<file path="src/usbec_pkg.sv">
// usbec_pkg: register map, field positions, enums of the usb endpoint block
// assumes an 8-bit register port and a single system clock
package usbec_pkg;
    localparam int DATA_W = 8;
    localparam int ADDR_W = 8;
    localparam int FUNC_ADDR_W = 7;
    localparam int CNT_W = 4;
    localparam int BULK_CNT_W = 7;
    localparam int NUM_EP = 5;
    localparam int NUM_IN = 4;
    localparam int EP_W = 4;
    localparam int EP_IDX_W = 3;
    localparam logic [7:0] OFS_PIN_ADDR = 8'hC1;
    localparam logic [7:0] OFS_FLAGS_A = 8'hC2;
    localparam logic [7:0] OFS_FLAGS_B = 8'hC3;
    localparam logic [7:0] OFS_LINK_CTRL = 8'hC4;
    localparam logic [7:0] OFS_EP0_IN = 8'hC5;
    localparam logic [7:0] OFS_EP1_IN = 8'hC6;
    localparam logic [7:0] OFS_EP2_IN = 8'hC7;
    localparam logic [7:0] OFS_EP3_IN = 8'hCE;
    localparam logic [7:0] OFS_EP4_OUT = 8'hCF;
    localparam logic [7:0] OFS_EP3_COUNT = 8'hD1;
    localparam logic [7:0] OFS_EP4_COUNT = 8'hD2;
    localparam logic [7:0] IN_OFS [NUM_IN] = '{8'hC5, 8'hC6, 8'hC7, 8'hCE};
    localparam logic [7:0] IN_WR_MASK [NUM_IN] =
        '{8'hFF, 8'hEF, 8'hEF, 8'hE0};
    localparam logic [7:0] RST_VALUE = 8'h00;
    localparam logic [7:0] ALL_ONES = 8'hFF;
    localparam logic [7:0] FLAGS_B_MASK = 8'hFC;
    localparam logic [7:0] LINK_CTRL_MASK = 8'hFC;
    localparam logic [7:0] EP4_CTRL_MASK = 8'hC0;
    localparam int B_PIN_EN = 7;
    localparam int B_SUSPEND = 7;
    localparam int B_RESUME = 6;
    localparam int B_EP1_CFG = 5;
    localparam int B_EP2_CFG = 4;
    localparam int B_PULLUP = 3;
    localparam int B_EP0_RXRDY = 2;
    localparam int B_READY = 7;
    localparam int B_TOGGLE = 6;
    localparam int B_STALL = 5;
    localparam int B_STALL_IN0 = 4;
    localparam int B_EP3_CFG = 4;
    localparam int B_EP4_STALL = 6;
    localparam int B_EP4_CFG = 5;
    localparam int B_EP4_TGL = 4;
    localparam int B_EP4_ERR = 3;
    localparam int F_SETUP = 7;
    localparam int F_EP0_RX = 6;
    localparam int F_EP0_TX = 5;
    localparam int F_EP1_TX = 4;
    localparam int F_EP2_TX = 3;
    localparam int F_SUSP = 2;
    localparam int F_EP3_TX = 1;
    localparam int F_EP4_RX = 0;
    localparam int F_BRST = 6;
    localparam int F_RSM = 5;
    localparam int PAD_DP = 1;
    localparam int PAD_DM = 0;
    localparam logic [EP_W-1:0] EP_CTRL = 4'h0;
    localparam logic [EP_W-1:0] EP_BULK_OUT = 4'h4;
    typedef enum logic [1:0] {TOK_OUT, TOK_IN, TOK_SETUP} usbec_tok_t;
    typedef enum logic [2:0] {
        RSP_NONE, RSP_ACK, RSP_NAK, RSP_STALL, RSP_DATA
    } usbec_rsp_t;
endpackage : usbec_pkg

</file>
<file path="src/usbec_ep_if.sv">
// usbec_ep_if: endpoint state handed from register file to responder
// assumes both ends run on clk_sys
`timescale 1ns/1ps
interface usbec_ep_if;
    import usbec_pkg::*;
    logic [FUNC_ADDR_W-1:0] dev_addr;
    logic [NUM_EP-1:0] ready;
    logic [NUM_EP-1:0] stall;
    logic [NUM_EP-1:0] configured;
    logic [NUM_EP-1:0] tx_toggle;
    logic [BULK_CNT_W-1:0] tx_count [NUM_EP];
    logic ep0_rx_ready;
    logic ep0_stall_in;
    modport regs (output dev_addr, ready, stall, configured, tx_toggle,
        tx_count, ep0_rx_ready, ep0_stall_in);
    modport decide (input dev_addr, ready, stall, configured, tx_toggle,
        tx_count, ep0_rx_ready, ep0_stall_in);
endinterface : usbec_ep_if

</file>
<file path="src/usbec_regs.sv">
// usbec_regs: usb function control registers, event flags, pad routing
// assumes engine events and tokens are on clk_sys; pads are asynchronous
//
// The plain strobed port is this design's own decision.
`timescale 1ns/1ps
module usbec_regs (
    input wire logic clk_sys,
    input wire logic reset_n,
    input wire logic [usbec_pkg::ADDR_W-1:0] reg_addr,
    input wire logic [usbec_pkg::DATA_W-1:0] reg_wdata,
    input wire logic reg_wr,
    input wire logic reg_rd,
    output logic [usbec_pkg::DATA_W-1:0] reg_rdata,
    input wire logic [usbec_pkg::DATA_W-1:0] ev_a,
    input wire logic [usbec_pkg::DATA_W-1:0] ev_b,
    input wire logic ep4_rx_data1,
    input wire logic ep4_rx_error,
    input wire logic [usbec_pkg::BULK_CNT_W-1:0] ep4_rx_bytes,
    input wire logic tok_valid,
    input wire usbec_pkg::usbec_tok_t tok_kind,
    input wire logic [usbec_pkg::FUNC_ADDR_W-1:0] tok_addr,
    input wire logic [usbec_pkg::EP_W-1:0] tok_ep,
    output logic rsp_valid,
    output usbec_pkg::usbec_rsp_t rsp_code,
    output logic rsp_data1,
    output logic [usbec_pkg::BULK_CNT_W-1:0] rsp_count,
    output logic bus_pin_enable,
    output logic [usbec_pkg::FUNC_ADDR_W-1:0] device_bus_address,
    output logic suspend_req,
    output logic resume_drive,
    output logic pullup_en,
    input wire logic [1:0] pad_i,
    output logic [1:0] pad_o,
    output logic [1:0] pad_oe,
    input wire logic [1:0] xcvr_o,
    input wire logic [1:0] xcvr_oe,
    output logic [1:0] xcvr_i,
    input wire logic [1:0] gpio_o,
    input wire logic [1:0] gpio_oe,
    output logic [1:0] gpio_i
);
    import usbec_pkg::*;

    function automatic logic hit(input logic [ADDR_W-1:0] a,
        input logic [ADDR_W-1:0] ofs);
        return a == ofs;
    endfunction : hit

    usbec_ep_if ep_bus ();
    logic [DATA_W-1:0] pin_addr_reg, flags_a_reg, flags_b_reg, link_ctrl_reg;
    logic [DATA_W-1:0] ep4_ctrl_reg, rdata_reg, rd_mux, keep_a, keep_b;
    logic [DATA_W-1:0] in_reg [NUM_IN];
    logic [BULK_CNT_W-1:0] ep3_count_reg, ep4_count_reg;
    logic ep3_cfg_reg, ep4_tgl_reg, ep4_err_reg, link_susp_reg;
    logic resume_drive_reg, w_pin, w_ctl, w_ep4, w_c3, suspended;
    logic [1:0] pad_meta_reg, pad_sync_reg, pad_o_reg, pad_oe_reg;
    logic [NUM_IN-1:0] in_done;
    assign w_pin = reg_wr && hit(reg_addr, OFS_PIN_ADDR);
    assign w_ctl = reg_wr && hit(reg_addr, OFS_LINK_CTRL);
    assign w_ep4 = reg_wr && hit(reg_addr, OFS_EP4_OUT);
    assign w_c3 = reg_wr && hit(reg_addr, OFS_EP3_COUNT);
    // a 1 written leaves the flag alone, a 0 clears it
    assign keep_a = reg_wr && hit(reg_addr, OFS_FLAGS_A) ?
        reg_wdata : ALL_ONES;
    assign keep_b = reg_wr && hit(reg_addr, OFS_FLAGS_B) ?
        reg_wdata : ALL_ONES;
    assign in_done = {ev_a[F_EP3_TX], ev_a[F_EP2_TX], ev_a[F_EP1_TX],
        ev_a[F_EP0_TX]};

    always_ff @(posedge clk_sys or negedge reset_n) begin
        if (!reset_n) begin
            pin_addr_reg <= RST_VALUE;
        end else if (w_pin) begin
            pin_addr_reg <= reg_wdata;
        end
    end

    // events win over a clearing write in the same cycle
    always_ff @(posedge clk_sys or negedge reset_n) begin
        if (!reset_n) begin
            flags_a_reg <= RST_VALUE;
            flags_b_reg <= RST_VALUE;
        end else begin
            flags_a_reg <= ev_a | (flags_a_reg & keep_a);
            flags_b_reg <= (ev_b | (flags_b_reg & keep_b))
                & FLAGS_B_MASK;
        end
    end

    always_ff @(posedge clk_sys or negedge reset_n) begin
        if (!reset_n) begin
            link_ctrl_reg <= RST_VALUE;
        end else begin
            if (w_ctl) begin
                link_ctrl_reg[B_SUSPEND] <= reg_wdata[B_SUSPEND];
                link_ctrl_reg[B_RESUME] <= reg_wdata[B_RESUME];
                link_ctrl_reg[B_PULLUP] <= reg_wdata[B_PULLUP];
                link_ctrl_reg[B_EP0_RXRDY] <= reg_wdata[B_EP0_RXRDY];
            end else if (ev_a[F_EP0_RX]) begin
                link_ctrl_reg[B_EP0_RXRDY] <= 1'b0;
            end
            // configure bits are write-1-set, dropped by bus reset
            if (w_ctl && reg_wdata[B_EP1_CFG]) begin
                link_ctrl_reg[B_EP1_CFG] <= 1'b1;
            end else if (ev_b[F_BRST]) begin
                link_ctrl_reg[B_EP1_CFG] <= 1'b0;
            end
            if (w_ctl && reg_wdata[B_EP2_CFG]) begin
                link_ctrl_reg[B_EP2_CFG] <= 1'b1;
            end else if (ev_b[F_BRST]) begin
                link_ctrl_reg[B_EP2_CFG] <= 1'b0;
            end
        end
    end
    generate
        for (genvar gi = 0; gi < NUM_IN; gi++) begin : g_in
            logic [DATA_W-1:0] ctl_reg;
            logic wr_hit;
            assign wr_hit = reg_wr && hit(reg_addr, IN_OFS[gi]);
            assign in_reg[gi] = ctl_reg;
            // a firmware write in the done cycle re-arms the endpoint
            always_ff @(posedge clk_sys or negedge reset_n) begin
                if (!reset_n) begin
                    ctl_reg <= RST_VALUE;
                end else if (wr_hit) begin
                    ctl_reg <= reg_wdata & IN_WR_MASK[gi];
                end else if (in_done[gi]) begin
                    ctl_reg[B_READY] <= 1'b0;
                end
            end
        end
    endgenerate

    always_ff @(posedge clk_sys or negedge reset_n) begin
        if (!reset_n) begin
            ep3_cfg_reg <= 1'b0;
        end else if (reg_wr && hit(reg_addr, OFS_EP3_IN)
            && reg_wdata[B_EP3_CFG]) begin
            ep3_cfg_reg <= 1'b1;
        end else if (ev_b[F_BRST]) begin
            ep3_cfg_reg <= 1'b0;
        end
    end

    always_ff @(posedge clk_sys or negedge reset_n) begin
        if (!reset_n) begin
            ep3_count_reg <= '0;
        end else if (w_c3) begin
            ep3_count_reg <= reg_wdata[BULK_CNT_W-1:0];
        end
    end

    always_ff @(posedge clk_sys or negedge reset_n) begin
        if (!reset_n) begin
            ep4_ctrl_reg <= RST_VALUE;
        end else begin
            if (w_ep4) begin
                ep4_ctrl_reg[B_READY] <= reg_wdata[B_READY];
                ep4_ctrl_reg[B_EP4_STALL] <= reg_wdata[B_EP4_STALL];
            end else if (ev_a[F_EP4_RX]) begin
                ep4_ctrl_reg[B_READY] <= 1'b0;
            end
            if (w_ep4 && reg_wdata[B_EP4_CFG]) begin
                ep4_ctrl_reg[B_EP4_CFG] <= 1'b1;
            end else if (ev_b[F_BRST]) begin
                ep4_ctrl_reg[B_EP4_CFG] <= 1'b0;
            end
        end
    end

    // receive status is captured with the ep4 receive event
    always_ff @(posedge clk_sys or negedge reset_n) begin
        if (!reset_n) begin
            ep4_tgl_reg <= 1'b0;
            ep4_err_reg <= 1'b0;
            ep4_count_reg <= '0;
        end else if (ev_a[F_EP4_RX]) begin
            ep4_tgl_reg <= ep4_rx_data1;
            ep4_err_reg <= ep4_rx_error;
            ep4_count_reg <= ep4_rx_bytes;
        end
    end

    // bus suspend holds until the host resumes or resets the bus
    always_ff @(posedge clk_sys or negedge reset_n) begin
        if (!reset_n) begin
            link_susp_reg <= 1'b0;
        end else if (ev_a[F_SUSP]) begin
            link_susp_reg <= 1'b1;
        end else if (ev_b[F_RSM] || ev_b[F_BRST]) begin
            link_susp_reg <= 1'b0;
        end
    end
    assign suspended = link_susp_reg || link_ctrl_reg[B_SUSPEND];

    always_ff @(posedge clk_sys or negedge reset_n) begin
        if (!reset_n) begin
            resume_drive_reg <= 1'b0;
        end else begin
            resume_drive_reg <= link_ctrl_reg[B_RESUME] && suspended;
        end
    end

    // pads are asynchronous: two flops before anything reads them
    always_ff @(posedge clk_sys or negedge reset_n) begin
        if (!reset_n) begin
            pad_meta_reg <= 2'h0;
            pad_sync_reg <= 2'h0;
        end else begin
            pad_meta_reg <= pad_i;
            pad_sync_reg <= pad_meta_reg;
        end
    end

    always_ff @(posedge clk_sys or negedge reset_n) begin
        if (!reset_n) begin
            pad_o_reg <= 2'h0;
            pad_oe_reg <= 2'h0;
        end else if (bus_pin_enable) begin
            pad_o_reg <= xcvr_o;
            pad_oe_reg <= xcvr_oe;
        end else begin
            pad_o_reg <= gpio_o;
            pad_oe_reg <= gpio_oe;
        end
    end

    assign xcvr_i = bus_pin_enable ? pad_sync_reg : 2'h0;
    assign gpio_i = bus_pin_enable ? 2'h0 : pad_sync_reg;
    assign pad_o = pad_o_reg;
    assign pad_oe = pad_oe_reg;

    always_comb begin
        rd_mux = RST_VALUE;
        case (reg_addr)
            OFS_PIN_ADDR: rd_mux = pin_addr_reg;
            OFS_FLAGS_A: rd_mux = flags_a_reg;
            OFS_FLAGS_B: rd_mux = flags_b_reg;
            OFS_LINK_CTRL: rd_mux = link_ctrl_reg & LINK_CTRL_MASK;
            OFS_EP0_IN: rd_mux = in_reg[0];
            OFS_EP1_IN: rd_mux = in_reg[1];
            OFS_EP2_IN: rd_mux = in_reg[2];
            OFS_EP3_IN: begin
                rd_mux = in_reg[3];
                rd_mux[B_EP3_CFG] = ep3_cfg_reg;
            end
            OFS_EP4_OUT: begin
                rd_mux = ep4_ctrl_reg & EP4_CTRL_MASK;
                rd_mux[B_EP4_CFG] = ep4_ctrl_reg[B_EP4_CFG];
                rd_mux[B_EP4_TGL] = ep4_tgl_reg;
                rd_mux[B_EP4_ERR] = ep4_err_reg;
            end
            OFS_EP3_COUNT: rd_mux = {1'b0, ep3_count_reg};
            OFS_EP4_COUNT: rd_mux = {1'b0, ep4_count_reg};
            default: rd_mux = RST_VALUE;
        endcase
    end

    // read data lives for exactly the one cycle after the strobe
    always_ff @(posedge clk_sys or negedge reset_n) begin
        if (!reset_n) begin
            rdata_reg <= RST_VALUE;
        end else begin
            rdata_reg <= reg_rd ? rd_mux : RST_VALUE;
        end
    end

    assign reg_rdata = rdata_reg;
    assign bus_pin_enable = pin_addr_reg[B_PIN_EN];
    assign device_bus_address = pin_addr_reg[FUNC_ADDR_W-1:0];
    assign suspend_req = link_ctrl_reg[B_SUSPEND];
    assign resume_drive = resume_drive_reg;
    assign pullup_en = link_ctrl_reg[B_PULLUP];

    assign ep_bus.dev_addr = pin_addr_reg[FUNC_ADDR_W-1:0];
    assign ep_bus.ready = {ep4_ctrl_reg[B_READY], in_reg[3][B_READY],
        in_reg[2][B_READY], in_reg[1][B_READY], in_reg[0][B_READY]};
    assign ep_bus.stall = {ep4_ctrl_reg[B_EP4_STALL], in_reg[3][B_STALL],
        in_reg[2][B_STALL], in_reg[1][B_STALL], in_reg[0][B_STALL]};
    assign ep_bus.configured = {ep4_ctrl_reg[B_EP4_CFG], ep3_cfg_reg,
        link_ctrl_reg[B_EP2_CFG], link_ctrl_reg[B_EP1_CFG], 1'b1};
    assign ep_bus.tx_toggle = {1'b0, in_reg[3][B_TOGGLE],
        in_reg[2][B_TOGGLE], in_reg[1][B_TOGGLE], in_reg[0][B_TOGGLE]};
    assign ep_bus.tx_count[0] = BULK_CNT_W'(in_reg[0][CNT_W-1:0]);
    assign ep_bus.tx_count[1] = BULK_CNT_W'(in_reg[1][CNT_W-1:0]);
    assign ep_bus.tx_count[2] = BULK_CNT_W'(in_reg[2][CNT_W-1:0]);
    assign ep_bus.tx_count[3] = ep3_count_reg;
    assign ep_bus.tx_count[4] = '0;
    assign ep_bus.ep0_rx_ready = link_ctrl_reg[B_EP0_RXRDY];
    assign ep_bus.ep0_stall_in = in_reg[0][B_STALL_IN0];

    usbec_hs_decide u_decide (
        .clk_sys(clk_sys),
        .reset_n(reset_n),
        .ep(ep_bus.decide),
        .tok_valid(tok_valid),
        .tok_kind(tok_kind),
        .tok_addr(tok_addr),
        .tok_ep(tok_ep),
        .rsp_valid(rsp_valid),
        .rsp_code(rsp_code),
        .rsp_data1(rsp_data1),
        .rsp_count(rsp_count)
    );
endmodule : usbec_regs

</file>
<file path="src/usbec_hs_decide.sv">
// usbec_hs_decide: picks the handshake for each token from endpoint state
// assumes tokens come from the serial engine on clk_sys, one cycle each
`timescale 1ns/1ps
module usbec_hs_decide (
    input wire logic clk_sys,
    input wire logic reset_n,
    usbec_ep_if.decide ep,
    input wire logic tok_valid,
    input wire usbec_pkg::usbec_tok_t tok_kind,
    input wire logic [usbec_pkg::FUNC_ADDR_W-1:0] tok_addr,
    input wire logic [usbec_pkg::EP_W-1:0] tok_ep,
    output logic rsp_valid,
    output usbec_pkg::usbec_rsp_t rsp_code,
    output logic rsp_data1,
    output logic [usbec_pkg::BULK_CNT_W-1:0] rsp_count
);
    import usbec_pkg::*;

    usbec_rsp_t code;
    logic [EP_IDX_W-1:0] idx;
    logic hit;

    assign idx = tok_ep[EP_IDX_W-1:0];
    // foreign address or unknown endpoint stays silent
    assign hit = tok_addr == ep.dev_addr && tok_ep < NUM_EP
        && ep.configured[idx];

    always_comb begin
        code = RSP_NONE;
        if (hit && tok_ep == EP_CTRL) begin
            if (tok_kind == TOK_SETUP) begin
                code = RSP_ACK;
            end else if (ep.stall[0]) begin
                code = RSP_STALL;
            end else if (tok_kind == TOK_IN) begin
                code = ep.ep0_stall_in ? RSP_STALL : ep.ready[0] ?
                    RSP_DATA : RSP_NAK;
            end else begin
                code = ep.ep0_rx_ready ? RSP_ACK : RSP_NAK;
            end
        end else if (hit && tok_ep == EP_BULK_OUT) begin
            if (tok_kind == TOK_OUT) begin
                code = ep.stall[idx] ? RSP_STALL : ep.ready[idx] ?
                    RSP_ACK : RSP_NAK;
            end
        end else if (hit && tok_kind == TOK_IN) begin
            code = ep.stall[idx] ? RSP_STALL : ep.ready[idx] ?
                RSP_DATA : RSP_NAK;
        end
    end

    always_ff @(posedge clk_sys or negedge reset_n) begin
        if (!reset_n) begin
            rsp_valid <= 1'b0;
            rsp_code <= RSP_NONE;
            rsp_data1 <= 1'b0;
            rsp_count <= '0;
        end else begin
            rsp_valid <= tok_valid && code != RSP_NONE;
            rsp_code <= tok_valid ? code : RSP_NONE;
            // only valid tokens that hit a configured endpoint at this address index the endpoint arrays
            if (tok_valid && hit) begin
                rsp_data1 <= ep.tx_toggle[idx];
                rsp_count <= ep.tx_count[idx];
            end
        end
    end
endmodule : usbec_hs_decide

</file>
<file path="config.mk">
export PLATFORM = sky130hd
export DESIGN_NAME = usbec_regs
export DESIGN_NICKNAME = d
export VERILOG_FILES = /design/src/usbec_pkg.sv /design/src/usbec_ep_if.sv /design/src/usbec_regs.sv /design/src/usbec_hs_decide.sv
export SDC_FILE = /design/constraint.sdc
export NUM_CORES = 1
export LEC_CHECK = 0
export ABC_AREA = 0
export BUFFER_PORTS_ARGS = -buffer_cell sky130_fd_sc_hd__buf_2
export CELL_PAD_IN_SITES_DETAIL_PLACEMENT = 1
export CELL_PAD_IN_SITES_GLOBAL_PLACEMENT = 2
export CORE_AREA = 2 2 124 126
export DETAILED_ROUTE_END_ITERATION = 10
export DIE_AREA = 0 0 126 128
export HOLD_SLACK_MARGIN = 0.05
export PLACE_DENSITY = 0.84
export SLEW_MARGIN = 20
export SYNTH_ARGS = -nofsm -noshare
export SYNTH_HDL_FRONTEND = slang
export SYNTH_SLANG_ARGS = --single-unit
</file>
<file path="constraint.sdc">
create_clock -name clk_sys -period 2.2 [get_ports clk_sys]
set_clock_uncertainty 0.1 [all_clocks]
set_input_delay 0 -clock clk_sys [delete_from_list [all_inputs] [get_ports clk_sys]]
set_output_delay 0 -clock clk_sys [all_outputs]
set_load 0.05 [all_outputs]
</file>
==> flow_summary.json <==
{
  "status": "complete, no violations",
  "antenna_found_initial": 0,
  "cp.required_ns": 2.36,
  "timing.final.crit_period_ns": 2.10,
  "path_class": "reg2reg",
  "async_flop_share_pct": 100,
  "place_hpwl_um": 12000,
  "viasPerCell": 5.21,
  "ys_ff_latch": 103,
  "synthTopCellsByCount": "dfrtp_1, mux2_1, nand2_1",
  "gp_congestion": 0.875,
  "fmax_ghz": 0.477,
  "first_iter_violations": 225,
  "post-route-util_pct": 46.5,
  "ys.flop_type": "dfrtp_1",
  "hold_violations": 0,
  "wire_per_inst_um": 20.0,
  "met2_usage_pct": 37.9,
  "synth_top_area_share_pct": 51.0,
  "setup_viol_count_final": 0,
  "crit_chain": "xnor2_1, nand2_1, nand4b_1, or4_1, a2111oi_4",
  "worst_pin_slew_ns": 0.574,
  "grt_busiest_layer": "met2",
  "cts.clk_slew.worst_paths_ns": 0.07,
  "clkSinkCount": 103,
  "cts_tree": "yes",
  "largest_register_ff_count": 25,
  "cp-end-kind": "register",
  "vias": 4379,
  "start_kind": "register",
  "die_h_um": 128,
  "die_area_um2": 16100,
  "synth_cell_types": 56,
  "area_delta_synth_final_pct": 36.9,
  "grt_start_max_net_pins": 104,
  "htree_levels": 3,
  "finalSetupTns_ns": 0,
  "cap_violations": 0,
  "period_share_pct": 95.3,
  "fp-row-count": 45,
  "power_density_nw_per_um2": 595,
  "synth.largest_area_cell": "dfrtp_1",
  "port_buffers": 105,
  "yosys_warnings": 0,
  "cp_slowest_cell": "or4_1",
  "cp_data_arrival_time_ns": 2.25,
  "fill_cells": 1682,
  "peakVddDrop_v": 0.000369,
  "synth_edf_count": 0,
  "drt-total-wl_um": 16800,
  "antenna_cells": 0,
  "ant_nets": 0,
  "first_global_vias": 4814,
  "drt_first_pass_iters": 4,
  "use_met1_pct": 28.5,
  "synth.area.top_cells": "dfrtp_1, mux2_1, mux2_2",
  "rsz0062_at_grt": "no",
  "synthesis.area_um2": 5050,
  "avgSynthCellArea_um2": 11.1,
  "power.leakage_nw": 3.14,
  "core_um2": 14900,
  "slowest_delay_ns": 0.59,
  "yosysSeqAreaShare_pct": 51.0,
  "slew_headroom_pct": 61.7,
  "ctsLongestPathBuffers": 2,
  "grtUsageMet3_pct": 2.63,
  "post-route-worst-setup-slack_ns": 0.103,
  "synth_cells": 456,
  "cts_buffers": 9,
  "grt_use_total_pct": 21.9,
  "grt_pass1_wl_um": 27100,
  "power_mw": 4.11,
  "overflow": 0,
  "start_util_pct": 34.0,
  "synth.net_count": 525,
  "clockRootBuffer": "clkbuf_16",
  "yosysMostFrequentCell": "dfrtp_1",
  "die_x_um": 126,
  "final_nets": 716,
  "layout-drive-gt1-share_pct": 28.4,
  "pre_cts_ws_ns": 0.00956,
  "hp-class": "in2reg",
  "cp_max_fo": 4,
  "remaining_drc_errors": 0,
  "drv_slew": 0,
  "clkLatencyLatePin_ns": 0.36,
  "ios": 108
}
[through the flow]
stage,hold slack [ns],instance area [um2],std cells
2_1_floorplan,-0.396,5050,456
3_3_place_gp,0.00840,5920,752
3_5_place_dp,0.0117,5920,752
4_1_cts,0.0640,6910,840
5_1_grt,0.0884,6920,840
6_report,0.0632,6920,840
[what timing repair did]
item | in CTS | in global routing
endpoints found under the setup margin | 2 | 4
hold endpoints to repair | 194 | 0
gates resized for setup | 0 | 1
hold buffers | 71 | 0
setup buffers | 1 | 0
pin swaps | 1 | 0
[layout make-up]
| type | count | area (um2) | share of cell area [%] |
|---|---|---|---|
| clock inverters | 4 | 32.5 | 0.470 |
| multi-input cells | 311 | 2300 | 33.2 |
| well taps | 188 | 235 | 3.40 |
| clock buffers | 12 | 236 | 3.42 |
| repair buffers | 206 | 1480 | 21.3 |
| inverters | 16 | 60.1 | 0.868 |
| flip-flops and latches | 103 | 2580 | 37.3 |
[metal layers]
metal	up-vias	part of all wire (%)	routed length (um)
met3	20	4.2	704
met2	112	51	8580
met5	-	0	0
li1	2028	-	-
met1	2219	43	7150
met4	0	2.0	339
[where the power goes]
group	total, mW	switching [mW]	leakage, nW	internal, mW
Sequential	2.01	0.0542	1.30	1.96
Combinational	0.589	0.323	1.72	0.266
Clock	1.51	0.741	0.123	0.774
[path summary, 6_finish.rpt]
path | start | to | slack (ns) | cells past startpoint
setup reg to reg | pin_addr_reg[1] | u_decide.rsp_code[2] | 0.10 | 5
setup / recovery | pin_addr_reg[1] | u_decide.rsp_code[2] | 0.10 | 5
min in group asynchronous | reset_n | pin_addr_reg[4] | 0.13 | 3
hold reg to reg | pad_meta_reg[0] | pad_sync_reg[0] | 0.25 | 0
max in group asynchronous | reset_n | u_decide.rsp_code[0] | 1.42 | 3
hold / removal | reg_addr[3] | g_in[3].ctl_reg[6] | 0.06 | 3
[critical path: cells and delay by family, from the launching register on]
family,cells,cell delay (ns)
AOI/OAI and AO/OA,1,0.22
xor gates and xnor gates,1,0.23
DFF,1,0.42
and+or+nand+nor,3,1.01
[layout by cell type (no fill, tap or decap), drive strengths merged, types with 9 or more instances in the layout]
cell type / n
a21oi: 18
a22oi: 15
and2: 10
buf: 135
clkbuf: 12
dfrtp: 103
dlygate4sd3: 71
inv: 15
mux2: 56
mux2i: 15
nand2: 30
nand2b: 18
nand4: 9
nor2: 19
o21ai: 41
o22ai: 9
[kinds of logic (layout without fill, tap and decap cells)]
| logic type | Yosys count | count (layout) | synth area share (%) |
|---|---|---|---|
| and+or+nand+nor | 127 | 127 | 13.7 |
| AOI/OAI and AO/OA | 101 | 101 | 12.5 |
| muxes | 77 | 77 | 18.2 |
| xor gates and xnor gates | 6 | 6 | 1.04 |
| buffers and inverters | 42 | 238 | 3.59 |
| DFF | 103 | 103 | 51.0 |
(Power assumes the default switching activity.)
